`config.mk`:
```
export PLATFORM = sky130hd
export DESIGN_NAME = abscc_top
export DESIGN_NICKNAME = d
export VERILOG_FILES = /design/src/design/abscc_pkg.sv /design/src/design/abscc_fifo.sv /design/src/design/abscc_top.sv
export SDC_FILE = /design/constraint.sdc
export NUM_CORES = 1
export LEC_CHECK = 0
export ABC_AREA = 1
export BUFFER_PORTS_ARGS = -buffer_cell sky130_fd_sc_hd__buf_4
export CORE_MARGIN = 5
export CORE_UTILIZATION = 45
export CTS_CLUSTER_DIAMETER = 40
export DETAILED_ROUTE_END_ITERATION = 16
export PLACE_DENSITY = 0.62
export RECOVER_POWER = 50
export SKIP_CTS_REPAIR_TIMING = 1
export SLEW_MARGIN = 5
export SYNTH_ARGS = -nofsm -noshare
export SYNTH_HDL_FRONTEND = slang
export SYNTH_SLANG_ARGS = --single-unit
```
`constraint.sdc`:
```
create_clock -name CORE_CLK_IN -period 4.9 [get_ports CORE_CLK_IN]
set_input_delay 0.245 -clock CORE_CLK_IN [delete_from_list [all_inputs] [get_ports CORE_CLK_IN]]
set_output_delay 0.245 -clock CORE_CLK_IN [all_outputs]
set_load 0.05 [all_outputs]
```
`src/design/abscc_pkg.sv`:
```
//------------------------------------------------------------
// Function
// - read-only half flag shows buffer half filling
// - fill mode set alternates halves per interrupt
// - fill mode clear restarts at location zero
// - count field plus one operations per increment
// - channel count selects one, two, four channels
// - resolution bit picks twelve-bit single channel
// - build mode picks conversion-order or scatter address
//------------------------------------------------------------
package abscc_pkg;
	// register offsets
	localparam logic [3:0] ADDR_CTRL_TWO = 4'h0;
	localparam logic [3:0] ADDR_CTRL_ONE = 4'h1;
	localparam logic [3:0] ADDR_STATUS = 4'h2;
	// field positions in converter_control_two
	localparam int REF_LSB = 13;
	localparam int SCAN_BIT = 10;
	localparam int CHAN_LSB = 8;
	localparam int HALF_BIT = 7;
	localparam int OPS_LSB = 2;
	localparam int FILL_BIT = 1;
	localparam int ALT_BIT = 0;
	// field positions in companion control register
	localparam int BUILD_BIT = 12;
	localparam int RES_BIT = 10;
	// reset values
	localparam logic [15:0] CTRL_TWO_RST = 16'h0000;
	localparam logic [15:0] CTRL_ONE_RST = 16'h0000;
	// writable masks
	localparam logic [15:0] CTRL_TWO_WMASK = 16'he73f;
	localparam logic [15:0] CTRL_ONE_WMASK = 16'h1400;
	// buffer depth in words and fifo depth
	localparam int BUF_DEPTH = 16;
	localparam int FIFO_DEPTH = 8;
endpackage

```
`src/design/abscc_fifo.sv`:
```
`timescale 1ns/1ps
module abscc_fifo #(
	parameter int WIDTH = 16,
	parameter int DEPTH = 8
) (
	// clock and reset
	input wire logic clk_in,
	input wire logic rst_in,
	// fill side
	input wire logic in_valid_in,
	output logic in_ready_out,
	input wire logic [WIDTH-1:0] in_data_in,
	// drain side
	output logic out_valid_out,
	input wire logic out_ready_in,
	output logic [WIDTH-1:0] out_data_out
);
	localparam int AW = $clog2(DEPTH);
	typedef struct packed {
		logic [AW-1:0] wp;
		logic [AW-1:0] rp;
		logic [AW:0] cnt;
		logic rdy;
	} abscc_fifo_s;
	abscc_fifo_s s_q, s_d;
	logic [WIDTH-1:0] mem_q [DEPTH];
	logic push, pop;
	assign in_ready_out = s_q.rdy;
	assign out_valid_out = (s_q.cnt != '0);
	assign out_data_out = mem_q[s_q.rp];
	assign push = in_valid_in && in_ready_out;
	assign pop = out_valid_out && out_ready_in;
	always_comb begin
		s_d = s_q;
		if (push) begin
			s_d.wp = (s_q.wp == AW'(DEPTH-1)) ? '0 : s_q.wp + 1'b1;
		end
		if (pop) begin
			s_d.rp = (s_q.rp == AW'(DEPTH-1)) ? '0 : s_q.rp + 1'b1;
		end
		s_d.cnt = s_q.cnt + (AW+1)'(push) - (AW+1)'(pop);
		// registered not-full flag
		s_d.rdy = (s_d.cnt != (AW+1)'(DEPTH));
	end
	always_ff @(posedge clk_in) begin
		if (rst_in) begin
			s_q <= '0;
		end else begin
			s_q <= s_d;
		end
		if (push) begin
			mem_q[s_q.wp] <= in_data_in;
		end
	end
endmodule

```
`src/design/abscc_top.sv`:
```
// The placing of the registers and strobed register access are this design's own decisions.
`timescale 1ns/1ps
module abscc_top #(
	parameter int DATA_W = 16
) (
	// clock and reset
	input wire logic CORE_CLK_IN,
	input wire logic RST_IN,
	// register port
	input wire logic [3:0] REG_ADDR_IN,
	input wire logic [15:0] REG_WDATA_IN,
	input wire logic REG_WR_IN,
	input wire logic REG_RD_IN,
	output logic [15:0] REG_RDATA_OUT,
	// converter core results
	input wire logic CONV_VALID_IN,
	output logic CONV_READY_OUT,
	input wire logic [DATA_W-1:0] CONV_DATA_IN,
	// converter core configuration
	output logic [1:0] CHAN_ENABLE_SEL_OUT,
	output logic REF_POS_EXT_OUT,
	output logic REF_NEG_EXT_OUT,
	output logic SCAN_EN_OUT,
	output logic RES_12BIT_OUT,
	// dma side
	output logic DMA_VALID_OUT,
	input wire logic DMA_READY_IN,
	output logic [DATA_W-1:0] DMA_DATA_OUT,
	output logic [3:0] DMA_ADDR_OUT,
	output logic DMA_INCR_OUT,
	output logic BLOCK_IRQ_OUT
);
	typedef struct packed {
		logic [15:0] ctl2;
		logic [15:0] ctl1;
		logic half;
		logic [3:0] ops;
		logic [3:0] pos;
		logic [15:0] rdata;
		logic dv;
		logic [DATA_W-1:0] dd;
		logic [3:0] da;
		logic incr;
		logic irq;
		logic [1:0] chsel;
		logic rpos, rneg, scan, res;
	} abscc_top_s;
	abscc_top_s s_q, s_d;
	logic f_valid, f_ready;
	logic [DATA_W-1:0] f_data;
	logic take;
	logic [3:0] ops_lim;
	logic [15:0] ctl2_view;

	//------------------------------------------------------------
	// result fifo
	//------------------------------------------------------------
	abscc_fifo #(.WIDTH(DATA_W), .DEPTH(abscc_pkg::FIFO_DEPTH)) u_fifo (
		.clk_in(CORE_CLK_IN),
		.rst_in(RST_IN),
		.in_valid_in(CONV_VALID_IN),
		.in_ready_out(CONV_READY_OUT),
		.in_data_in(CONV_DATA_IN),
		.out_valid_out(f_valid),
		.out_ready_in(f_ready),
		.out_data_out(f_data)
	);
	// stall when the dma has not taken the last word
	assign f_ready = !s_q.dv || DMA_READY_IN;
	assign take = f_valid && f_ready;
	assign ops_lim = s_q.ctl2[abscc_pkg::OPS_LSB +: 4];

	//------------------------------------------------------------
	// register read view
	//------------------------------------------------------------
	always_comb begin
		ctl2_view = s_q.ctl2 & abscc_pkg::CTRL_TWO_WMASK;
		ctl2_view[abscc_pkg::HALF_BIT] = s_q.half;
		if (s_q.ctl1[abscc_pkg::RES_BIT]) begin
			ctl2_view[abscc_pkg::CHAN_LSB +: 2] = 2'h0;
		end
	end

	//------------------------------------------------------------
	// next state
	//------------------------------------------------------------
	always_comb begin
		s_d = s_q;
		s_d.incr = 1'b0;
		s_d.irq = 1'b0;
		s_d.rdata = 16'h0000;
		if (REG_WR_IN) begin
			if (REG_ADDR_IN == abscc_pkg::ADDR_CTRL_TWO) begin
				s_d.ctl2 = REG_WDATA_IN & abscc_pkg::CTRL_TWO_WMASK;
			end else if (REG_ADDR_IN == abscc_pkg::ADDR_CTRL_ONE) begin
				s_d.ctl1 = REG_WDATA_IN & abscc_pkg::CTRL_ONE_WMASK;
			end
		end
		if (REG_RD_IN) begin
			case (REG_ADDR_IN)
				abscc_pkg::ADDR_CTRL_TWO: s_d.rdata = ctl2_view;
				abscc_pkg::ADDR_CTRL_ONE: s_d.rdata = s_q.ctl1;
				abscc_pkg::ADDR_STATUS: s_d.rdata = {8'h00, s_q.ops, s_q.pos};
				default: s_d.rdata = 16'h0000;
			endcase
		end
		if (s_q.dv && DMA_READY_IN) begin
			s_d.dv = 1'b0;
		end
		if (take) begin
			s_d.dv = 1'b1;
			s_d.dd = f_data;
			if (s_q.ctl1[abscc_pkg::BUILD_BIT]) begin
				// conversion order, same as stand-alone buffer
				s_d.da = s_q.pos;
			end else begin
				// scatter: channel index times block size, plus pos shifted right by two
				s_d.da = 4'((s_q.pos & 4'h3) * (ops_lim + 4'h1)
					+ (s_q.pos >> 2));
			end
			s_d.pos = s_q.pos + 4'h1;
			if (s_q.ops == ops_lim) begin
				s_d.ops = 4'h0;
				s_d.incr = 1'b1;
				s_d.irq = 1'b1;
				if (s_q.ctl2[abscc_pkg::FILL_BIT]) begin
					s_d.half = !s_q.half;
					s_d.pos = s_q.half ? 4'h0 : 4'h8;
				end else begin
					s_d.half = 1'b0;
					s_d.pos = 4'h0;
				end
			end else begin
				s_d.ops = s_q.ops + 4'h1;
			end
		end
		// core configuration
		s_d.res = s_q.ctl1[abscc_pkg::RES_BIT];
		s_d.scan = s_q.ctl2[abscc_pkg::SCAN_BIT];
		s_d.chsel = s_q.ctl1[abscc_pkg::RES_BIT] ? 2'h0
			: s_q.ctl2[abscc_pkg::CHAN_LSB +: 2];
		s_d.rpos = !s_q.ctl2[15] && s_q.ctl2[13];
		s_d.rneg = !s_q.ctl2[15] && s_q.ctl2[14];
	end

	always_ff @(posedge CORE_CLK_IN) begin
		if (RST_IN) begin
			s_q <= '0;
		end else begin
			s_q <= s_d;
		end
	end

	//------------------------------------------------------------
	// outputs
	//------------------------------------------------------------
	assign REG_RDATA_OUT = s_q.rdata;
	assign CHAN_ENABLE_SEL_OUT = s_q.chsel;
	assign REF_POS_EXT_OUT = s_q.rpos;
	assign REF_NEG_EXT_OUT = s_q.rneg;
	assign SCAN_EN_OUT = s_q.scan;
	assign RES_12BIT_OUT = s_q.res;
	assign DMA_VALID_OUT = s_q.dv;
	assign DMA_DATA_OUT = s_q.dd;
	assign DMA_ADDR_OUT = s_q.da;
	assign DMA_INCR_OUT = s_q.incr;
	assign BLOCK_IRQ_OUT = s_q.irq;
endmodule

```
==> Word level (Yosys, flattened, before mapping) <==
Memories as Yosys holds them, arrays and structs flattened. A register that Yosys moved wholly into a read port is not among the register bits.
Cells that the tools add are included.
{ "op_classes": {"n_addsub": 8, "multipliers": 1, "n_eq_ne": 6, "muxes": 17, "bitwise": 3, "n_reduce_logical": 17} }
{ "op_table": {"columns": ["operator", "count"], "rows": [
  ["16-bit one-hot mux with 3 select lines", 1],
  ["23-bit two-way mux", 1],
  ["4-bit two-way mux", 5],
  ["4-bit by 1-bit adder with 4-bit output, second input constant", 3],
  ["3-bit two-way mux", 4],
  ["3-bit by 1-bit adder with 3-bit output, second input constant", 2],
  ["3-bit == test, second input constant", 2],
  ["1-bit logical AND", 5],
  ["4-bit by 1-bit adder with 4-bit output", 1],
  ["4-bit by 2-bit adder with 4-bit output", 1],
  ["4-bit by 1-bit == test with 1-bit output, second input constant", 1],
  ["4-bit by 2-bit == test with 1-bit output, second input constant", 1],
  ["4-bit == test", 1],
  ["4-bit zero test", 1],
  ["2-bit by 4-bit multiplier with 4-bit output", 1],
  ["1-bit two-way mux", 4],
  ["2-bit two-way mux", 2],
  ["4-bit inequality test, second input constant", 1],
  ["2-bit AND reduction", 2],
  ["4-bit nonzero test", 1],
  ["2-bit OR reduction", 2],
  ["4-bit by 1-bit subtractor with 4-bit output", 1],
  ["1-bit zero test", 3],
  ["1-bit NOT", 3],
  ["3 further kinds", 3]
]} }
{ "totals": {"reg_bits": 79, "ram_bits": 128, "elab_cells": 73, "n_memories": 1} }
{ "mem_list": {"columns": ["name", "words", "word_bits", "rd", "rd_clocked_by_memory_dff", "write_ports", "line", "rtl"], "rows": [
  ["u_fifo.mem_q", 8, 16, 1, 1, 1, "abscc_fifo.sv:26", "logic [WIDTH-1:0] mem_q [DEPTH];"]
]} }

==> Longest topological paths before layout <==
{ "logic_depth": {"depth_word": 5, "ltp_mapped": 15, "mapped_depth_nobuf": 15} }

==> Cells and area by module <==
From an unflattened synthesis, not the netlist that was laid out.
{ "hier_totals": {"cells_unflattened": 894, "area_unflattened_um2": 8834.7} }
{ "modules_own_cells": {"columns": ["mod", "instances", "cells_each", "area_per_inst_um2"], "rows": [
  ["abscc_fifo", 1, 528, 5826.8],
  ["abscc_top", 1, 366, 3007.9]
]} }

==> Least setup slack after synthesis <==
OpenSTA, ideal clock, no wires.
{ "synth_path": {"path_kind": "register to register", "start": "register s_q (netlist bit DMA_VALID_OUT)", "end": "register u_fifo.s_q (netlist bit u_fifo.in_ready_out)", "t_arrival_ps": 2403, "t_required_ps": 4785, "path_slack_ps": 2381, "path_stages_with_launch": 14, "n_path_buf": 1, "period_less_slack_ps": 2519, "path_cell_list": "dfxtp_1 nand2_1 inv_2 a31oi_4 buf_2 ha_1 inv_1 ha_1 inv_1 fa_1 xor2_1 nand3_1 o21ai_0 inv_1"} }
{ "synth_between": {"elab_chain_cells": 5} }
{ "synth_rtl": {"columns": ["item", "line", "rtl"], "rows": [
  ["from (decl)", "abscc_top.sv:48", "abscc_top_s s_q, s_d;"],
  ["from (signal assigned)", "abscc_top.sv:148", "s_q <= '0;"],
  ["from (signal assigned)", "abscc_top.sv:150", "s_q <= s_d;"],
  ["1-bit zero test", "abscc_top.sv:69", "assign f_ready = !s_q.dv || DMA_READY_IN;"],
  ["1-bit logical OR", "abscc_top.sv:69", null],
  ["1-bit logical AND", "abscc_fifo.sv:32", "assign pop = out_valid_out && out_ready_in;"],
  ["4-bit by 1-bit subtractor with 4-bit output", "abscc_fifo.sv:41", "s_d.cnt = s_q.cnt + (AW+1)'(push) - (AW+1)'(pop);"],
  ["4-bit inequality test", "abscc_fifo.sv:43", "s_d.rdy = (s_d.cnt != (AW+1)'(DEPTH));"],
  ["to (signal assigned)", "abscc_fifo.sv:47", "s_q <= '0;"],
  ["to (signal assigned)", "abscc_fifo.sv:49", "s_q <= s_d;"],
  ["to (decl)", "abscc_fifo.sv:25", "abscc_fifo_s s_q, s_d;"]
]} }
No other way between the ends.
A chain may end at the register's enable or synchronous reset.

==> Worst setup path in the final report <==
{ "layout_path": {"start": "register u_fifo.s_q[3] (netlist name)", "end": "register u_fifo.s_q (netlist bit u_fifo.in_ready_out)"} }
{ "layout_between": {"elab_chain_cells": 4} }
{ "layout_rtl": {"columns": ["item", "line"], "rows": [
  ["parallel branches: the longest is 2 deep, another holds 4-bit by 1-bit adder with 4-bit output", null],
  ["4-bit by 1-bit subtractor with 4-bit output *", "abscc_fifo.sv:41"],
  ["4-bit inequality test *", "abscc_fifo.sv:43"]
]} }
Mark *: on every way between the ends.

==> impl_results.md <==
- Fin nets: 925
- RSZ-0062 raised after global routing: no
- Final setup TNS: 0 ns
- Max-slew headroom: 41.90%
- Vias in the first global route: about 5200
- Post-synth EDFFs: between 100 and 150
- Die height: 147.5 um
- Finish-stage setup viols: 0
- Synthesized Nets: between 800 and 900
- Insertion delay to the later sink of the worst-skew pair: 0.53 ns
- DRC viols: 0
- Setup crit end kind: register
- Layout Skew: 0.02041 ns
- Fin crit period: 2.750 ns
- Worst slew pin tran: approximately 0.87 ns
- Peak VDD IR: 0.2879 mV
- Commonest non-fill, non-tap cells in the layout: 144 x nor2_1, 128 x edfxtp_1, 118 x o21ai_0
- Synthesized instance count: 800
- Ys Warns: 0
- Initial Utilization: between 40% and 50%
- Worst EP required: between 5 and 6 ns
- Cell taking the most area after synthesis: edfxtp_1
- DRT iter0 DRCs: 301
- Root Buffer: clkbuf_16
- Prevailing post-synth register cell: edfxtp_1
- HP Class: primary input to register
- Post-Route WL: 18120 um
- Clk sinks: 208
- CP peak stage delay: around 0.46 ns
- Async S/R FF share, synth: 0%
- Power, Total: 5.887 mW
- Final Max Tran Viols: 0
- Die W: approximately 150 um
- CTS Buf Count: 28
- # diodes: 0
- I/O pins: between 80 and 90
- Most common cell after layout, fill and taps aside: nor2_1
- Critical-path cell list: inv_1 -> ha_1 -> a31oi_4 -> buf_4 -> ha_1 -> inv_1 -> ha_1 -> inv_1 -> fa_1 -> xor2_1 -> nand3_1 -> o21ai_0 -> inv_1
- Routed WL per cell: 16.16 um
- Area share of the leading cell type in the synthesized netlist: 45.20%
- Sequential area share after synthesis: 64.04%
- Total track usage: 16.20%
- CTS tree: built
- Synth unique cells: 34
- Most Frequent Cell on Critical Path: inv_1
- Crit-path max FO: 54
- CP arrival: 3.15 ns
- Setup crit start kind: register
- Syn avg cell area: 10.63 um2
- H-tree levels: 1
- Rows: 50
- Final hold violations: 0
- Status: complete, no violations
- CP Class: register to register
- Static Leak: 3.680 nW
- Area Overhead vs Synth: 17.51%
- Synth Cell Area: 8503 um2
- Fin crit share: between 50% and 60%
- Synth area leaders: edfxtp_1 45%, dfxtp_1 19%, o21ai_0 6.5%
- Longest Clk Path Bufs: 3
- Grt total ovfl: 0
- First-pass GRT wire length: 28280 um
- Port bufs: 83
- Crit path max-delay cell type: buf_4
- Max Fclk: 363.6 MHz
- Clock transition at path regs: ~0.060 ns
- Largest net degree at the start of global routing: 65
- Max-cap violations: 0
- Core Area: 18640 um2
- Post-DRT Antenna Nets: 0
- Power Density: 589.2 nW/um2
- Initial antenna violation count: 1
- Seq cells post-synth: 208
- DP HPWL: 10460 um
- RD Place Congestion: about 0.79
- Share of layout cells above drive strength 1: 12.29%
- Die area: 21740 um2
- Drt first pass iters: 5
- Vias: 5616
- Vias per cell: 5.010
==> cell type report <==
| cell class | instances | area, um2 |
|---|---|---|
| Tap cell | 234 | 292.8 |
| Inverter | 57 | 219.0 |
| Timing Repair Buffer | 111 | 719.4 |
| Clock inverter | 17 | 185.2 |
| Sequential cell | 208 | 5448 |
| Multi-Input combinational cell | 459 | 2323 |
| Fill cell | 1692 | 8651 |
| Clock buffer | 35 | 804.5 |
==> sequential cells by signal, summed over array words and instances (netlist names), 2 cells and up, named ones only <==
name / count
CHAN_ENABLE_SEL_OUT: 2
DMA_ADDR_OUT: 4
DMA_DATA_OUT: 16
REG_RDATA_OUT: 15
ctl2_view: 11
s_q: 11
u_fifo.mem_q: 128
u_fifo.s_q: 10
==> synth_stat cells, types with 3 or more instances <==
cell type / instances
nor2_1: 141
edfxtp_1: 128
o21ai_0: 110
dfxtp_1: 80
inv_1: 52
nand2_1: 51
a21oi_1: 41
buf_4: 40
o21ai_1: 28
ha_1: 15
nand3_1: 15
o211ai_1: 15
clkbuf_1: 14
buf_2: 12
nor3_1: 7
xor2_1: 7
buf_6: 6
o22ai_1: 6
a31oi_1: 4
clkbuf_2: 4
inv_2: 4
fa_1: 3
nand2_2: 3
==> critical path, delay by kind of cell, from the launching register on <==
kind            cells  cell delay, ns
buf+inv             5            0.68
fa+ha+maj           4            1.09
compound gates      2            0.29
simple gates        1            0.09
xor+xnor            1            0.20
flops               1            0.30
==> routing by layer <==
metal  wire length, um  track usage (%)  up-vias
li1                  -                -     2840
met5                13                0        -
met2              8385            26.91      139
met4               324            3.821        2
met1              8322            21.69     2604
met3              1073            3.893       31
==> stage by stage <==
stage | cells | util [%] | cell area (um2) | worst slack (ns) | hold WS [ns]
floorplan | 800 | - | 8503 | 2.381 | 0.3439
global placement | 1053 | 48.34 | 9011 | 2.176 | 0.4390
detailed placement | 1053 | 48.34 | 9011 | 2.130 | 0.4471
CTS | 1105 | 53.64 | 10000 | 2.111 | -0.07225
global route | 1121 | 53.60 | 9992 | 1.847 | 0.01853
finish | 1121 | 53.60 | 9992 | 2.150 | 0.004905
==> power by group <==
| part | internal, mW | total (mW) | switching, mW | leakage (nW) |
|---|---|---|---|---|
| registers | 2.05 | 2.17 | 0.120 | 1.81 |
| clock network | 1.33 | 2.09 | 0.756 | 0.485 |
| logic | 0.489 | 1.64 | 1.15 | 1.38 |
==> final timing paths <==
check,endpoint,slack (ns),depth (start not counted),start
max,u_fifo.in_ready_out,2.15,13,u_fifo.s_q[3]
min,REG_RDATA_OUT[12],0.005,4,REG_ADDR_IN[1]
max reg2reg,u_fifo.in_ready_out,2.15,13,u_fifo.s_q[3]
min reg2reg,REF_POS_EXT_OUT,0.46,2,ctl2_view[13]
==> kinds of logic (layout without fill, tap and decap cells) <==
logic type | count (synthesis) | after routing | synth area share (%)
AND/OR/NAND/NOR | 224 | 224 | 10.57
buffers and inverters | 133 | 220 | 8.461
other | 1 | 1 | 0.04410
flip-flops | 208 | 208 | 64.04
AO/OA/AOI/OAI | 207 | 207 | 13.05
adder cells (fa/ha/maj) | 18 | 18 | 2.914
XOR/XNOR | 9 | 9 | 0.9271
Note: power is estimated with default switching activity, not from simulation.
